## src/vso_pkg.sv

```systemverilog
// Purpose: constants for the vco serial output and test mux block
// Assumes: apb slave, 32-bit data, byte offsets are printed index times four
// Notes: one package shared by the single design file
package vso_pkg;
    // ------------------------------------------------------------
    // register indices and byte addresses
    // ------------------------------------------------------------
    localparam logic [7:0] IDX_VCO_WORD = 8'h0C;
    localparam logic [7:0] IDX_TEST_CTRL = 8'h0D;
    localparam logic [7:0] IDX_LOCK_STATE = 8'h0F;
    localparam logic [7:0] IDX_CTRL = 8'h10;
    localparam logic [7:0] IDX_IRQ_STAT = 8'h11;
    localparam logic [7:0] IDX_IRQ_MASK = 8'h12;
    localparam logic [9:0] ADDR_VCO_WORD = {IDX_VCO_WORD, 2'b00};
    localparam logic [9:0] ADDR_TEST_CTRL = {IDX_TEST_CTRL, 2'b00};
    localparam logic [9:0] ADDR_LOCK_STATE = {IDX_LOCK_STATE, 2'b00};
    localparam logic [9:0] ADDR_CTRL = {IDX_CTRL, 2'b00};
    localparam logic [9:0] ADDR_IRQ_STAT = {IDX_IRQ_STAT, 2'b00};
    localparam logic [9:0] ADDR_IRQ_MASK = {IDX_IRQ_MASK, 2'b00};
    // ------------------------------------------------------------
    // fields and reset values
    // ------------------------------------------------------------
    localparam int VCO_WORD_W = 10;
    localparam int SEL_LSB = 0;
    localparam int TEST_LSB = 4;
    localparam int QUARTER_BIT = 6;
    localparam int AUTO_SEND_BIT = 7;
    localparam int PADS_EN_BIT = 0;
    localparam int LOCK_OE_BIT = 1;
    localparam logic [9:0] VCO_WORD_RST = 10'h000;
    localparam logic [7:0] TEST_CTRL_RST = 8'h0A;
    localparam logic [1:0] CTRL_RST = 2'h2;
    localparam logic [3:0] SEL_SW_TEST = 4'hA;
    localparam logic [1:0] QUARTER_DIV = 2'h3;
    localparam logic [3:0] BIT_CNT_LAST = 4'h9;
    // interrupt bits: send done, lock gained, lock lost
    localparam int IRQ_W = 3;
    typedef enum logic [1:0] {ST_IDLE, ST_LOW, ST_HIGH, ST_END} vso_state_t;
endpackage

```

## src/vso_top.sv

```systemverilog
// Purpose: vco serial word output, aux test mux and lock flag with apb access
// Assumes: internal test signals and lock come from async logic, so synced
// Notes: serial clock is generated as a divided strobe of pclk, not a clock
//
// Implementation choice: register access over APB.
`timescale 1ns/1ps
module vso_top
    import vso_pkg::*;
(
    input wire logic pclk, // apb clock, 20 mhz
    input wire logic presetn, // async reset, active low
    input wire logic psel, // apb select
    input wire logic penable, // apb access phase
    input wire logic pwrite, // apb write
    input wire logic [11:0] paddr, // apb byte address
    input wire logic [31:0] pwdata, // apb write data
    output logic [31:0] prdata, // apb read data
    output logic pready, // apb ready
    output logic pslverr, // apb error on unmapped address
    input wire logic [9:0] test_sig, // internal test sources, async
    input wire logic locked_in, // lock detector, async
    output logic aux_pin_one, // aux pin one level
    output logic aux_pin_zero, // aux pin zero level
    output logic aux_oe, // aux pins output enable
    output logic lock_serial_pin, // lock flag or serial data
    output logic lock_serial_oe, // lock/serial pin output enable
    output logic irq // level interrupt
);
    // ------------------------------------------------------------
    // input synchronisers
    // ------------------------------------------------------------
    logic [10:0] sync1_r;
    logic [10:0] sync2_r;
    // test_sig: 0 vco div,1 ref div,2 up,3 detector_down,4 ref,5 ref div out,
    // 6 slip add,7 slip sub,8 sat ref,9 sat vco
    always_ff @(posedge pclk or negedge presetn) begin
        if (!presetn) begin
            sync1_r <= '0;
            sync2_r <= '0;
        end else begin
            sync1_r <= {locked_in, test_sig};
            sync2_r <= sync1_r;
        end
    end
    logic locked_s;
    assign locked_s = sync2_r[10];
    // ------------------------------------------------------------
    // apb decode and registers
    // ------------------------------------------------------------
    logic wr_acc;
    logic rd_acc;
    logic addr_hit;
    logic [9:0] vco_word_r;
    logic [7:0] test_ctrl_r;
    logic [1:0] ctrl_r;
    logic [IRQ_W-1:0] irq_stat_r;
    logic [IRQ_W-1:0] irq_mask_r;
    logic lock_flag_r;
    logic lock_prev_r;
    logic send_done;
    assign wr_acc = psel && penable && pwrite;
    assign rd_acc = psel && !penable && !pwrite;
    // word index compared at full width, so stray upper address bits never alias a register
    logic hit_word;
    logic hit_test;
    logic hit_lock;
    logic hit_ctrl;
    logic hit_stat;
    logic hit_mask;
    assign hit_word = (paddr[11:2] == {2'b00, IDX_VCO_WORD});
    assign hit_test = (paddr[11:2] == {2'b00, IDX_TEST_CTRL});
    assign hit_lock = (paddr[11:2] == {2'b00, IDX_LOCK_STATE});
    assign hit_ctrl = (paddr[11:2] == {2'b00, IDX_CTRL});
    assign hit_stat = (paddr[11:2] == {2'b00, IDX_IRQ_STAT});
    assign hit_mask = (paddr[11:2] == {2'b00, IDX_IRQ_MASK});
    assign addr_hit = hit_word || hit_test || hit_lock || hit_ctrl || hit_stat || hit_mask;
    logic wr_word;
    assign wr_word = wr_acc && hit_word;
    // writable registers; zero-wait slave so access phase completes at once
    always_ff @(posedge pclk or negedge presetn) begin
        if (!presetn) begin
            vco_word_r <= VCO_WORD_RST;
            test_ctrl_r <= TEST_CTRL_RST;
            ctrl_r <= CTRL_RST;
            irq_mask_r <= '0;
        end else if (wr_acc) begin
            if (hit_word) vco_word_r <= pwdata[9:0];
            if (hit_test) test_ctrl_r <= pwdata[7:0];
            if (hit_ctrl) ctrl_r <= pwdata[1:0];
            if (hit_mask) irq_mask_r <= pwdata[IRQ_W-1:0];
        end
    end
    // lock flag register; read only, reset low
    always_ff @(posedge pclk or negedge presetn) begin
        if (!presetn) begin
            lock_flag_r <= 1'b0;
            lock_prev_r <= 1'b0;
        end else begin
            lock_flag_r <= locked_s;
            lock_prev_r <= lock_flag_r;
        end
    end
    // sticky status, set wins over write-one-to-clear
    logic [IRQ_W-1:0] irq_set;
    logic [IRQ_W-1:0] irq_clr;
    assign irq_set = {lock_prev_r && !lock_flag_r, !lock_prev_r && lock_flag_r, send_done};
    assign irq_clr = (wr_acc && hit_stat) ?
                     pwdata[IRQ_W-1:0] : '0;
    always_ff @(posedge pclk or negedge presetn) begin
        if (!presetn) begin
            irq_stat_r <= '0;
            irq <= 1'b0;
        end else begin
            irq_stat_r <= (irq_stat_r & ~irq_clr) | irq_set;
            irq <= |(((irq_stat_r & ~irq_clr) | irq_set) & irq_mask_r);
        end
    end
    // read data registered in setup phase, ready in access phase
    always_ff @(posedge pclk or negedge presetn) begin
        if (!presetn) begin
            prdata <= '0;
            pready <= 1'b0;
            pslverr <= 1'b0;
        end else begin
            pready <= psel && !penable;
            pslverr <= psel && !penable && !addr_hit;
            if (rd_acc) begin
                case (paddr[11:2])
                    {2'b00, IDX_VCO_WORD}: prdata <= {22'h000000, vco_word_r};
                    {2'b00, IDX_TEST_CTRL}: prdata <= {24'h000000, test_ctrl_r};
                    {2'b00, IDX_LOCK_STATE}: prdata <= {31'h00000000, lock_flag_r};
                    {2'b00, IDX_CTRL}: prdata <= {30'h00000000, ctrl_r};
                    {2'b00, IDX_IRQ_STAT}: prdata <= {29'h00000000, irq_stat_r};
                    {2'b00, IDX_IRQ_MASK}: prdata <= {29'h00000000, irq_mask_r};
                    default: prdata <= '0;
                endcase
            end
        end
    end
    // ------------------------------------------------------------
    // vco serial sender
    // ------------------------------------------------------------
    logic auto_vco_send_en;
    logic serial_clk_quarter;
    assign auto_vco_send_en = test_ctrl_r[AUTO_SEND_BIT];
    assign serial_clk_quarter = test_ctrl_r[QUARTER_BIT];
    vso_state_t state_r;
    logic [1:0] div_r;
    logic [3:0] bit_cnt_r;
    logic [9:0] shift_r;
    logic sclk_r;
    logic sen_r;
    logic tick;
    // a half-period tick: every pclk, or every fourth for quarter rate
    assign tick = serial_clk_quarter ? (div_r == QUARTER_DIV) : 1'b1;
    always_ff @(posedge pclk or negedge presetn) begin
        if (!presetn) begin
            div_r <= '0;
        end else if (state_r == ST_IDLE || tick) begin
            div_r <= '0;
        end else begin
            div_r <= div_r + 2'h1;
        end
    end
    assign send_done = (state_r == ST_END) && tick;
    // msb first; data changes on falling sclk so the vco samples on rising
    always_ff @(posedge pclk or negedge presetn) begin
        if (!presetn) begin
            state_r <= ST_IDLE;
            bit_cnt_r <= '0;
            shift_r <= '0;
            sclk_r <= 1'b0;
            sen_r <= 1'b0;
        end else begin
            case (state_r)
                ST_IDLE: begin
                    if (wr_word && auto_vco_send_en) begin
                        shift_r <= pwdata[9:0];
                        bit_cnt_r <= '0;
                        sen_r <= 1'b1;
                        state_r <= ST_LOW;
                    end
                end
                ST_LOW: if (tick) begin
                    sclk_r <= 1'b1;
                    state_r <= ST_HIGH;
                end
                ST_HIGH: if (tick) begin
                    sclk_r <= 1'b0;
                    if (bit_cnt_r == BIT_CNT_LAST) begin
                        state_r <= ST_END;
                    end else begin
                        shift_r <= {shift_r[8:0], 1'b0};
                        bit_cnt_r <= bit_cnt_r + 4'h1;
                        state_r <= ST_LOW;
                    end
                end
                ST_END: if (tick) begin
                    sen_r <= 1'b0;
                    state_r <= ST_IDLE;
                end
                default: state_r <= ST_IDLE;
            endcase
        end
    end
    // ------------------------------------------------------------
    // aux test mux and pin drive
    // ------------------------------------------------------------
    logic [1:0] mux_pair;
    always_comb begin
        case (test_ctrl_r[3:0])
            4'h0: mux_pair = {sync2_r[0], sync2_r[1]};
            4'h1: mux_pair = {sync2_r[2], sync2_r[3]};
            4'h2: mux_pair = {sync2_r[4], sync2_r[5]};
            4'h7: mux_pair = {sync2_r[6], sync2_r[7]};
            4'h8: mux_pair = {sync2_r[8], sync2_r[9]};
            4'h9: mux_pair = {sync2_r[6] | sync2_r[7], sync2_r[8] | sync2_r[9]};
            SEL_SW_TEST: mux_pair = {test_ctrl_r[5], test_ctrl_r[4]};
            default: mux_pair = 2'b00;
        endcase
    end
    // pins registered; auto send overrides the test mux
    always_ff @(posedge pclk or negedge presetn) begin
        if (!presetn) begin
            aux_pin_one <= 1'b0;
            aux_pin_zero <= 1'b0;
            aux_oe <= 1'b0;
            lock_serial_pin <= 1'b0;
            lock_serial_oe <= 1'b0;
        end else begin
            if (auto_vco_send_en) begin
                aux_pin_one <= sclk_r;
                aux_pin_zero <= sen_r;
                aux_oe <= 1'b1;
                lock_serial_pin <= shift_r[9];
                lock_serial_oe <= 1'b1;
            end else begin
                aux_pin_one <= mux_pair[1];
                aux_pin_zero <= mux_pair[0];
                aux_oe <= ctrl_r[PADS_EN_BIT];
                lock_serial_pin <= lock_flag_r;
                lock_serial_oe <= ctrl_r[LOCK_OE_BIT];
            end
        end
    end
    // ------------------------------------------------------------
    // assertions
    // ------------------------------------------------------------
    a_send_starts: assert property (@(posedge pclk) disable iff (!presetn)
        (state_r == ST_IDLE && wr_word && auto_vco_send_en) |=> sen_r)
        else $error("send did not start on word write");
    a_no_send_off: assert property (@(posedge pclk) disable iff (!presetn)
        (state_r == ST_IDLE && wr_word && !auto_vco_send_en) |=> state_r == ST_IDLE)
        else $error("send started while disabled");
    a_sel_reset: assert property (@(posedge pclk)
        $rose(presetn) |-> test_ctrl_r[3:0] == SEL_SW_TEST)
        else $error("select not ten after reset");
    a_pads_gate: assert property (@(posedge pclk) disable iff (!presetn)
        (!auto_vco_send_en && !ctrl_r[PADS_EN_BIT]) |=> !aux_oe)
        else $error("aux driven without pads enable");
    a_sw_test_pins: assert property (@(posedge pclk) disable iff (!presetn)
        (!auto_vco_send_en && test_ctrl_r[3:0] == SEL_SW_TEST)
        |=> {aux_pin_one, aux_pin_zero} == $past(test_ctrl_r[5:4]))
        else $error("software test bits not on aux pins");
    a_unused_codes: assert property (@(posedge pclk) disable iff (!presetn)
        (!auto_vco_send_en && test_ctrl_r[3:0] > 4'hA) |=> !aux_pin_one && !aux_pin_zero)
        else $error("unused select code drove pins");
    a_quarter_rate: assert property (@(posedge pclk) disable iff (!presetn)
        (serial_clk_quarter && state_r != ST_IDLE && $rose(sclk_r))
        |-> (sclk_r && !auto_vco_send_en) or (sclk_r [*4]) or (state_r == ST_IDLE))
        else $error("quarter rate clock high too short");
    a_full_rate: assert property (@(posedge pclk) disable iff (!presetn)
        (!serial_clk_quarter && state_r == ST_LOW) |=> state_r == ST_HIGH)
        else $error("full rate half period not one cycle");
    a_data_pin: assert property (@(posedge pclk) disable iff (!presetn)
        auto_vco_send_en |=> lock_serial_pin == $past(shift_r[9]) && lock_serial_oe)
        else $error("serial data not on shared pin");
    a_aux_serial: assert property (@(posedge pclk) disable iff (!presetn)
        auto_vco_send_en |=> aux_pin_one == $past(sclk_r) && aux_pin_zero == $past(sen_r))
        else $error("serial clock or enable not on aux pins");
    a_lock_read: assert property (@(posedge pclk) disable iff (!presetn)
        (rd_acc && hit_lock) |=> prdata == {31'h0, $past(lock_flag_r)})
        else $error("lock flag read wrong");
    a_lock_oe: assert property (@(posedge pclk) disable iff (!presetn)
        (!auto_vco_send_en && !ctrl_r[LOCK_OE_BIT]) |=> !lock_serial_oe)
        else $error("lock pin driven while disabled");
    a_enable_held: assert property (@(posedge pclk) disable iff (!presetn)
        (state_r == ST_LOW || state_r == ST_HIGH) |-> sen_r)
        else $error("enable dropped mid transfer");
    a_enable_drops: assert property (@(posedge pclk) disable iff (!presetn)
        (state_r == ST_END && tick) |=> !sen_r && state_r == ST_IDLE)
        else $error("enable not dropped after last bit");
    a_unmapped_err: assert property (@(posedge pclk) disable iff (!presetn)
        (psel && !penable && !addr_hit) |=> pready && pslverr)
        else $error("unmapped address not flagged");
endmodule

```

## config.mk

```make
export PLATFORM = sky130hd
export DESIGN_NAME = vso_top
export DESIGN_NICKNAME = d
export VERILOG_FILES = /design/src/vso_pkg.sv /design/src/vso_top.sv
export SDC_FILE = /design/constraint.sdc
export NUM_CORES = 1
export LEC_CHECK = 0
export BUFFER_PORTS_ARGS = -buffer_cell sky130_fd_sc_hd__buf_2
export CAP_MARGIN = 10
export CORE_ASPECT_RATIO = 1.5
export CORE_MARGIN = 1
export CORE_UTILIZATION = 45
export CTS_CLUSTER_SIZE = 24
export DETAILED_ROUTE_END_ITERATION = 6
export PLACE_DENSITY = 0.72
export SYNTH_ARGS = -nofsm -noshare
export SYNTH_HDL_FRONTEND = slang
export SYNTH_SLANG_ARGS = --single-unit
```

## constraint.sdc

```tcl
create_clock -name pclk -period 2.2 [get_ports pclk]
set_input_delay 0.44 -clock pclk [delete_from_list [all_inputs] [get_ports pclk]]
set_output_delay 0.44 -clock pclk [all_outputs]
set_load 0.02 [all_outputs]
```

* After elaboration in Yosys (flattened, before gate mapping)
Index checks and enable logic that the tools add are counted.
Storage, ports and cells: register bits after elaboration 110, output and inout bits 40
Operators by class: add/subtract/negate cells 2, equal/unequal tests 22, muxes and demuxes 29, bitwise logic cells 6, reduce and logical (&&, ||, !) cells 36
Operators by type and width (number):
- case mux 10 bit (6 select lines) | 1
- equality test 10 x 4 -> 1 bit, second input constant | 3
- equality test 10 x 5 -> 1 bit, second input constant | 3
- 2-to-1 mux 10 bit | 3
- case mux 10 bit (2 select lines) | 1
- equality test 4 bit, second input constant | 4
- case mux 2 bit (7 select lines) | 1
- 2-to-1 mux 2 bit | 6
- 2-to-1 mux 4 bit | 3
- logical AND 1 bit | 11
- 2-to-1 mux 1 bit | 9
- != test 2 bit, second input constant | 4
- case mux 2 bit (4 select lines) | 1
- case mux 4 bit (2 select lines) | 1
- AND reduction 2 bit | 4
- AND reduction 4 bit | 2
- bitwise AND 3 bit | 2
- equality test 2 bit, second input constant | 3
- logical OR 1 bit | 6
- AND reduction 3 bit | 2
- nonzero test 2 bit | 3
- logical NOT 1 bit | 5
- adder 4 x 1 -> 4 bit, second input constant | 1
- equality test 4 x 1 -> 1 bit, second input constant | 1
- other kinds (13) | 15

* Longest topological paths before layout
depth after elaboration 9, mapped depth 7, mapped depth without buffers 6

* Least setup slack after synthesis
Ideal clock, no wire load.
path kind input port to flip-flop, start input port paddr[7], end register shift_r[2], arrival 2.131 ns, data required time 2.075 ns, setup slack -0.056 ns, stages 6, path buffers 2, path through or3_1 -> buf_2 -> or4_4 -> o21ai_2 -> buf_6 -> mux2_4
On the way: word-level cells in the longest chain between the ends 5
Ends and longest elaborated chain:
- from (decl) | line vso_top.sv:15 | input wire logic [11:0] paddr,
- equality test 10 x 4 -> 1 bit | line vso_top.sv:70 | assign hit_word = (paddr[11:2] == {2'b00, IDX_VCO_WORD});
- logical AND 1 bit | line vso_top.sv:78 | assign wr_word = wr_acc && hit_word;
- logical AND 1 bit | line vso_top.sv:177 | if (wr_word && auto_vco_send_en) begin
- != test 2 x 1 -> 1 bit (no source line)
- AND reduction 4 bit (no source line)
- to (signal assigned) | line vso_top.sv:178 | shift_r <= pwdata[9:0];
- to (signal assigned) | line vso_top.sv:193 | shift_r <= {shift_r[8:0], 1'b0};
- to (decl) | line vso_top.sv:150 | logic [9:0] shift_r;
Every way passes these cells. A chain may end at the register's enable or synchronous reset.

* Worst setup path in the final report
start input port paddr[6], end register shift_r[4]
The elaborated chain is that of the path after synthesis.

==> out/results.txt <==
Reg2Reg Depth - 5
largest net degree at the start of global routing - 44
pwr dens - 907 mW/mm²
CP cell instances - buf_2, or4bb_1, or4_4, o21ai_2, buf_4, mux2_4
worst hold path type - in2reg
Slew Limit Fails - 0
distinct cell type count after synthesis - 57
slowest cell delay on critical path - 0.54 ns
die area - 0.00932 mm²
most common cell after layout, fill and taps aside - dfrtp_1
post-CTS resize count - 0
root buffer cell - clkbuf_16
end of the critical path - shift_r[4]
CP Data Arrival Time - 2.30 ns
setup violators final - 0
gp weighted congestion - 0.852
DP HPWL - 6180 µm
Max Cap Violations - 0
critical path class - in2reg
DIE WIDTH - 79.2 µm
antenna-violating nets left - 0
Period Utilization, post-route - 94.3%
worst flop-to-flop path startpoint - state_r[1]
mean post-synth cell area - 10.5 µm²
H-tree depth - 3
Layout Skew - 0.00788 ns
Starting Density - 47.2%
R2R Path End - shift_r[4]
clock sinks - 88
io pins - 100
violation count after the first detailed-routing iteration - 218
most frequent cells in the layout - dfrtp_1, nand2_1, buf_2, buf_4, conb_1
fraction of registers with async set/reset - 100%
critical path endpoint category - flop
slowest stage cell on the critical path - or4bb_1
initial antenna violation count - 0
postcts setup bufs - 0
Area growth syn-to-layout - 18.9%
worst hold margin - 0.204 ns
Total Wirelength - 8280 µm
DRC - 0
Area after DPL - 0.00447 mm²
total track usage - 19.9%
fmax - 0.482 GHz
Final Total Pwr - 0.00433 W
# fillers - 755
final instance area - 0.00478 mm²
area of the mapped netlist - 0.00402 mm²
DR vias/cell - 5.22
router iterations before antenna repair - 4
Post-Synthesis Cells - 383
Worst-Skew Late Latency - 0.34 ns
clock-pin slew on the worst setup and hold paths - 0.06 ns
Yosys warning total - 0
CTS Buf Count - 9
Die H - 118 µm
LEAKAGE - 2.43 nW
nets - 517
peak supply drop - 0.000482 V
I/O Buffers - 53
Routed wire per std cell - 14.6 µm
Hold Crit Depth - 1
TritonCTS clock tree - built
grt ovf - 0
Synth Register Bits - 88
vias in the first global route - 2994
worst endpoint required time - 2.42 ns
RSZ-0062 raised after global routing - no
fraction of layout cells with a size suffix above 1 - 27.7%
Final Hold Vio Count - 0
worst reg2reg setup slack - 0.39 ns
Worst setup SP type - primary input
Clock Tree Buf Depth - 2
vias after detailed routing - 2954
sequential fraction of the synthesis area - 54.9%
critical path launch point - paddr[6]
ant diodes - 0
outcome - finished clean
fin crit period - 2.07 ns
Crit Path Max Fanout - 4
Post-synth EDFFs - 0
core area - 0.00852 mm²
first-pass GRT wire length - 14100 µm
main flop type after synthesis - dfrtp_1
site row count - 41
==> power by group <==
| group | switching [W] | internal (W) | leakage, nW |
|---|---|---|---|
| Combinational | 0.000428 | 0.000419 | 1.19 |
| Clock | 0.000592 | 0.000938 | 0.150 |
| Sequential | 0.000159 | 0.00180 | 1.09 |
| Total | 0.00118 | 0.00315 | 2.43 |
==> cell usage after synthesis (2+ instances only) <==
cell type	instances	area, µm²
and2_1	2	12.5
nor4_1	4	25.0
nand3_1	10	50.1
inv_1	16	60.1
nor3_1	8	40.0
clkbuf_1	14	52.6
or3b_2	3	26.3
buf_2	3	15.0
o22ai_1	4	25.0
a211oi_1	3	22.5
nor4_2	2	25.0
ha_1	3	37.5
mux2_4	8	120
a311o_1	2	20.0
dfstp_2	3	78.8
nor2_1	6	22.5
or3_1	4	25.0
nor2b_1	4	25.0
o21ai_0	20	100
nand4_1	2	12.5
nand2b_1	3	18.8
mux2_2	10	113
and3_1	2	12.5
nand2_1	80	300
mux2i_1	13	130
or2_2	3	18.8
a21oi_1	7	35.0
o211ai_1	2	15.0
buf_4	22	165
buf_1	2	7.51
dfrtp_1	85	2130
nand3b_1	5	37.5
a31oi_1	3	18.8
o32ai_1	2	17.5
==> through the flow <==
step           setup TNS (ns)  setup slack (ns)  utilization (%)  instances
6_report                    0             0.126             56.1        566
4_1_cts                     0             0.142             56.1        566
3_5_place_dp            -1.79            -0.198             52.5        549
3_3_place_gp            -1.72            -0.189             52.5        549
2_1_floorplan          -0.242           -0.0303                -        404
5_1_grt                     0            0.0970             56.1        566
==> routing by layer <==
metal / wire, µm / share of wire (%) / vias to the layer above / global-route usage [%]
met2: 4320 / 52 / 84 / 34.0
met4: 199 / 2.4 / 0 / 9.09
li1: - / - / 1417 / -
met5: 0 / 0 / - / 0
met1: 3440 / 42 / 1439 / 23.5
met3: 316 / 3.8 / 14 / 4.34
==> registers in the layout, indices dropped and copies added, names as in the netlist, 2 cells and up <==
| register | count |
|---|---|
| bit_cnt_r | 4 |
| ctrl_r | 2 |
| div_r | 2 |
| irq_mask_r | 3 |
| irq_stat_r | 3 |
| prdata | 10 |
| shift_r | 10 |
| state_r | 2 |
| sync1_r | 11 |
| sync2_r | 11 |
| test_ctrl_r | 8 |
| vco_word_r | 10 |
==> critical path: cells and delay by family <==
kind	cells	cell delay (ns)
simple gates	2	1.00
compound gates	1	0.24
mux	1	0.30
buf+inv	2	0.30
==> worst min path at each step <==
stage | from | slack [ns] | to
after floorplan | presetn | 0.14 | aux_oe
after global placement | presetn | 0.33 | sync1_r[1]
after detailed placement | sync1_r[7] | 0.33 | sync2_r[7]
after CTS | test_sig[0] | 0.19 | sync1_r[0]
after global routing | test_sig[2] | 0.19 | sync1_r[2]
final | test_sig[0] | 0.20 | sync1_r[0]
==> timing repair <==
action / 4_1_cts / 5_1_grt
hold endpoints to repair: 18 / 0
hold buffers: 1 / 0
setup endpoints to repair: 0 / 0
==> kinds of logic after synthesis <==
family	share of synthesized area [%]
buffers and inverters	7.75
other	0.0933
flip-flops	54.9
adder cells (fa/ha/maj)	0.934
multiplexers	9.03
AO/OA/AOI/OAI	9.84
AND/OR/NAND/NOR	17.4
==> final cells by class <==
| class | instances | area [µm²] | area share [%] |
|---|---|---|---|
| timing repair buffer | 81 | 493 | 10.3 |
| tap | 107 | 134 | 2.80 |
| sequential | 88 | 2210 | 46.2 |
| clock inverter | 3 | 40.0 | 0.838 |
| multi-input combinational | 258 | 1590 | 33.2 |
| clock buffer | 13 | 260 | 5.45 |
| inverter | 16 | 60.1 | 1.26 |
Note: power is estimated with default switching activity, not from simulation.
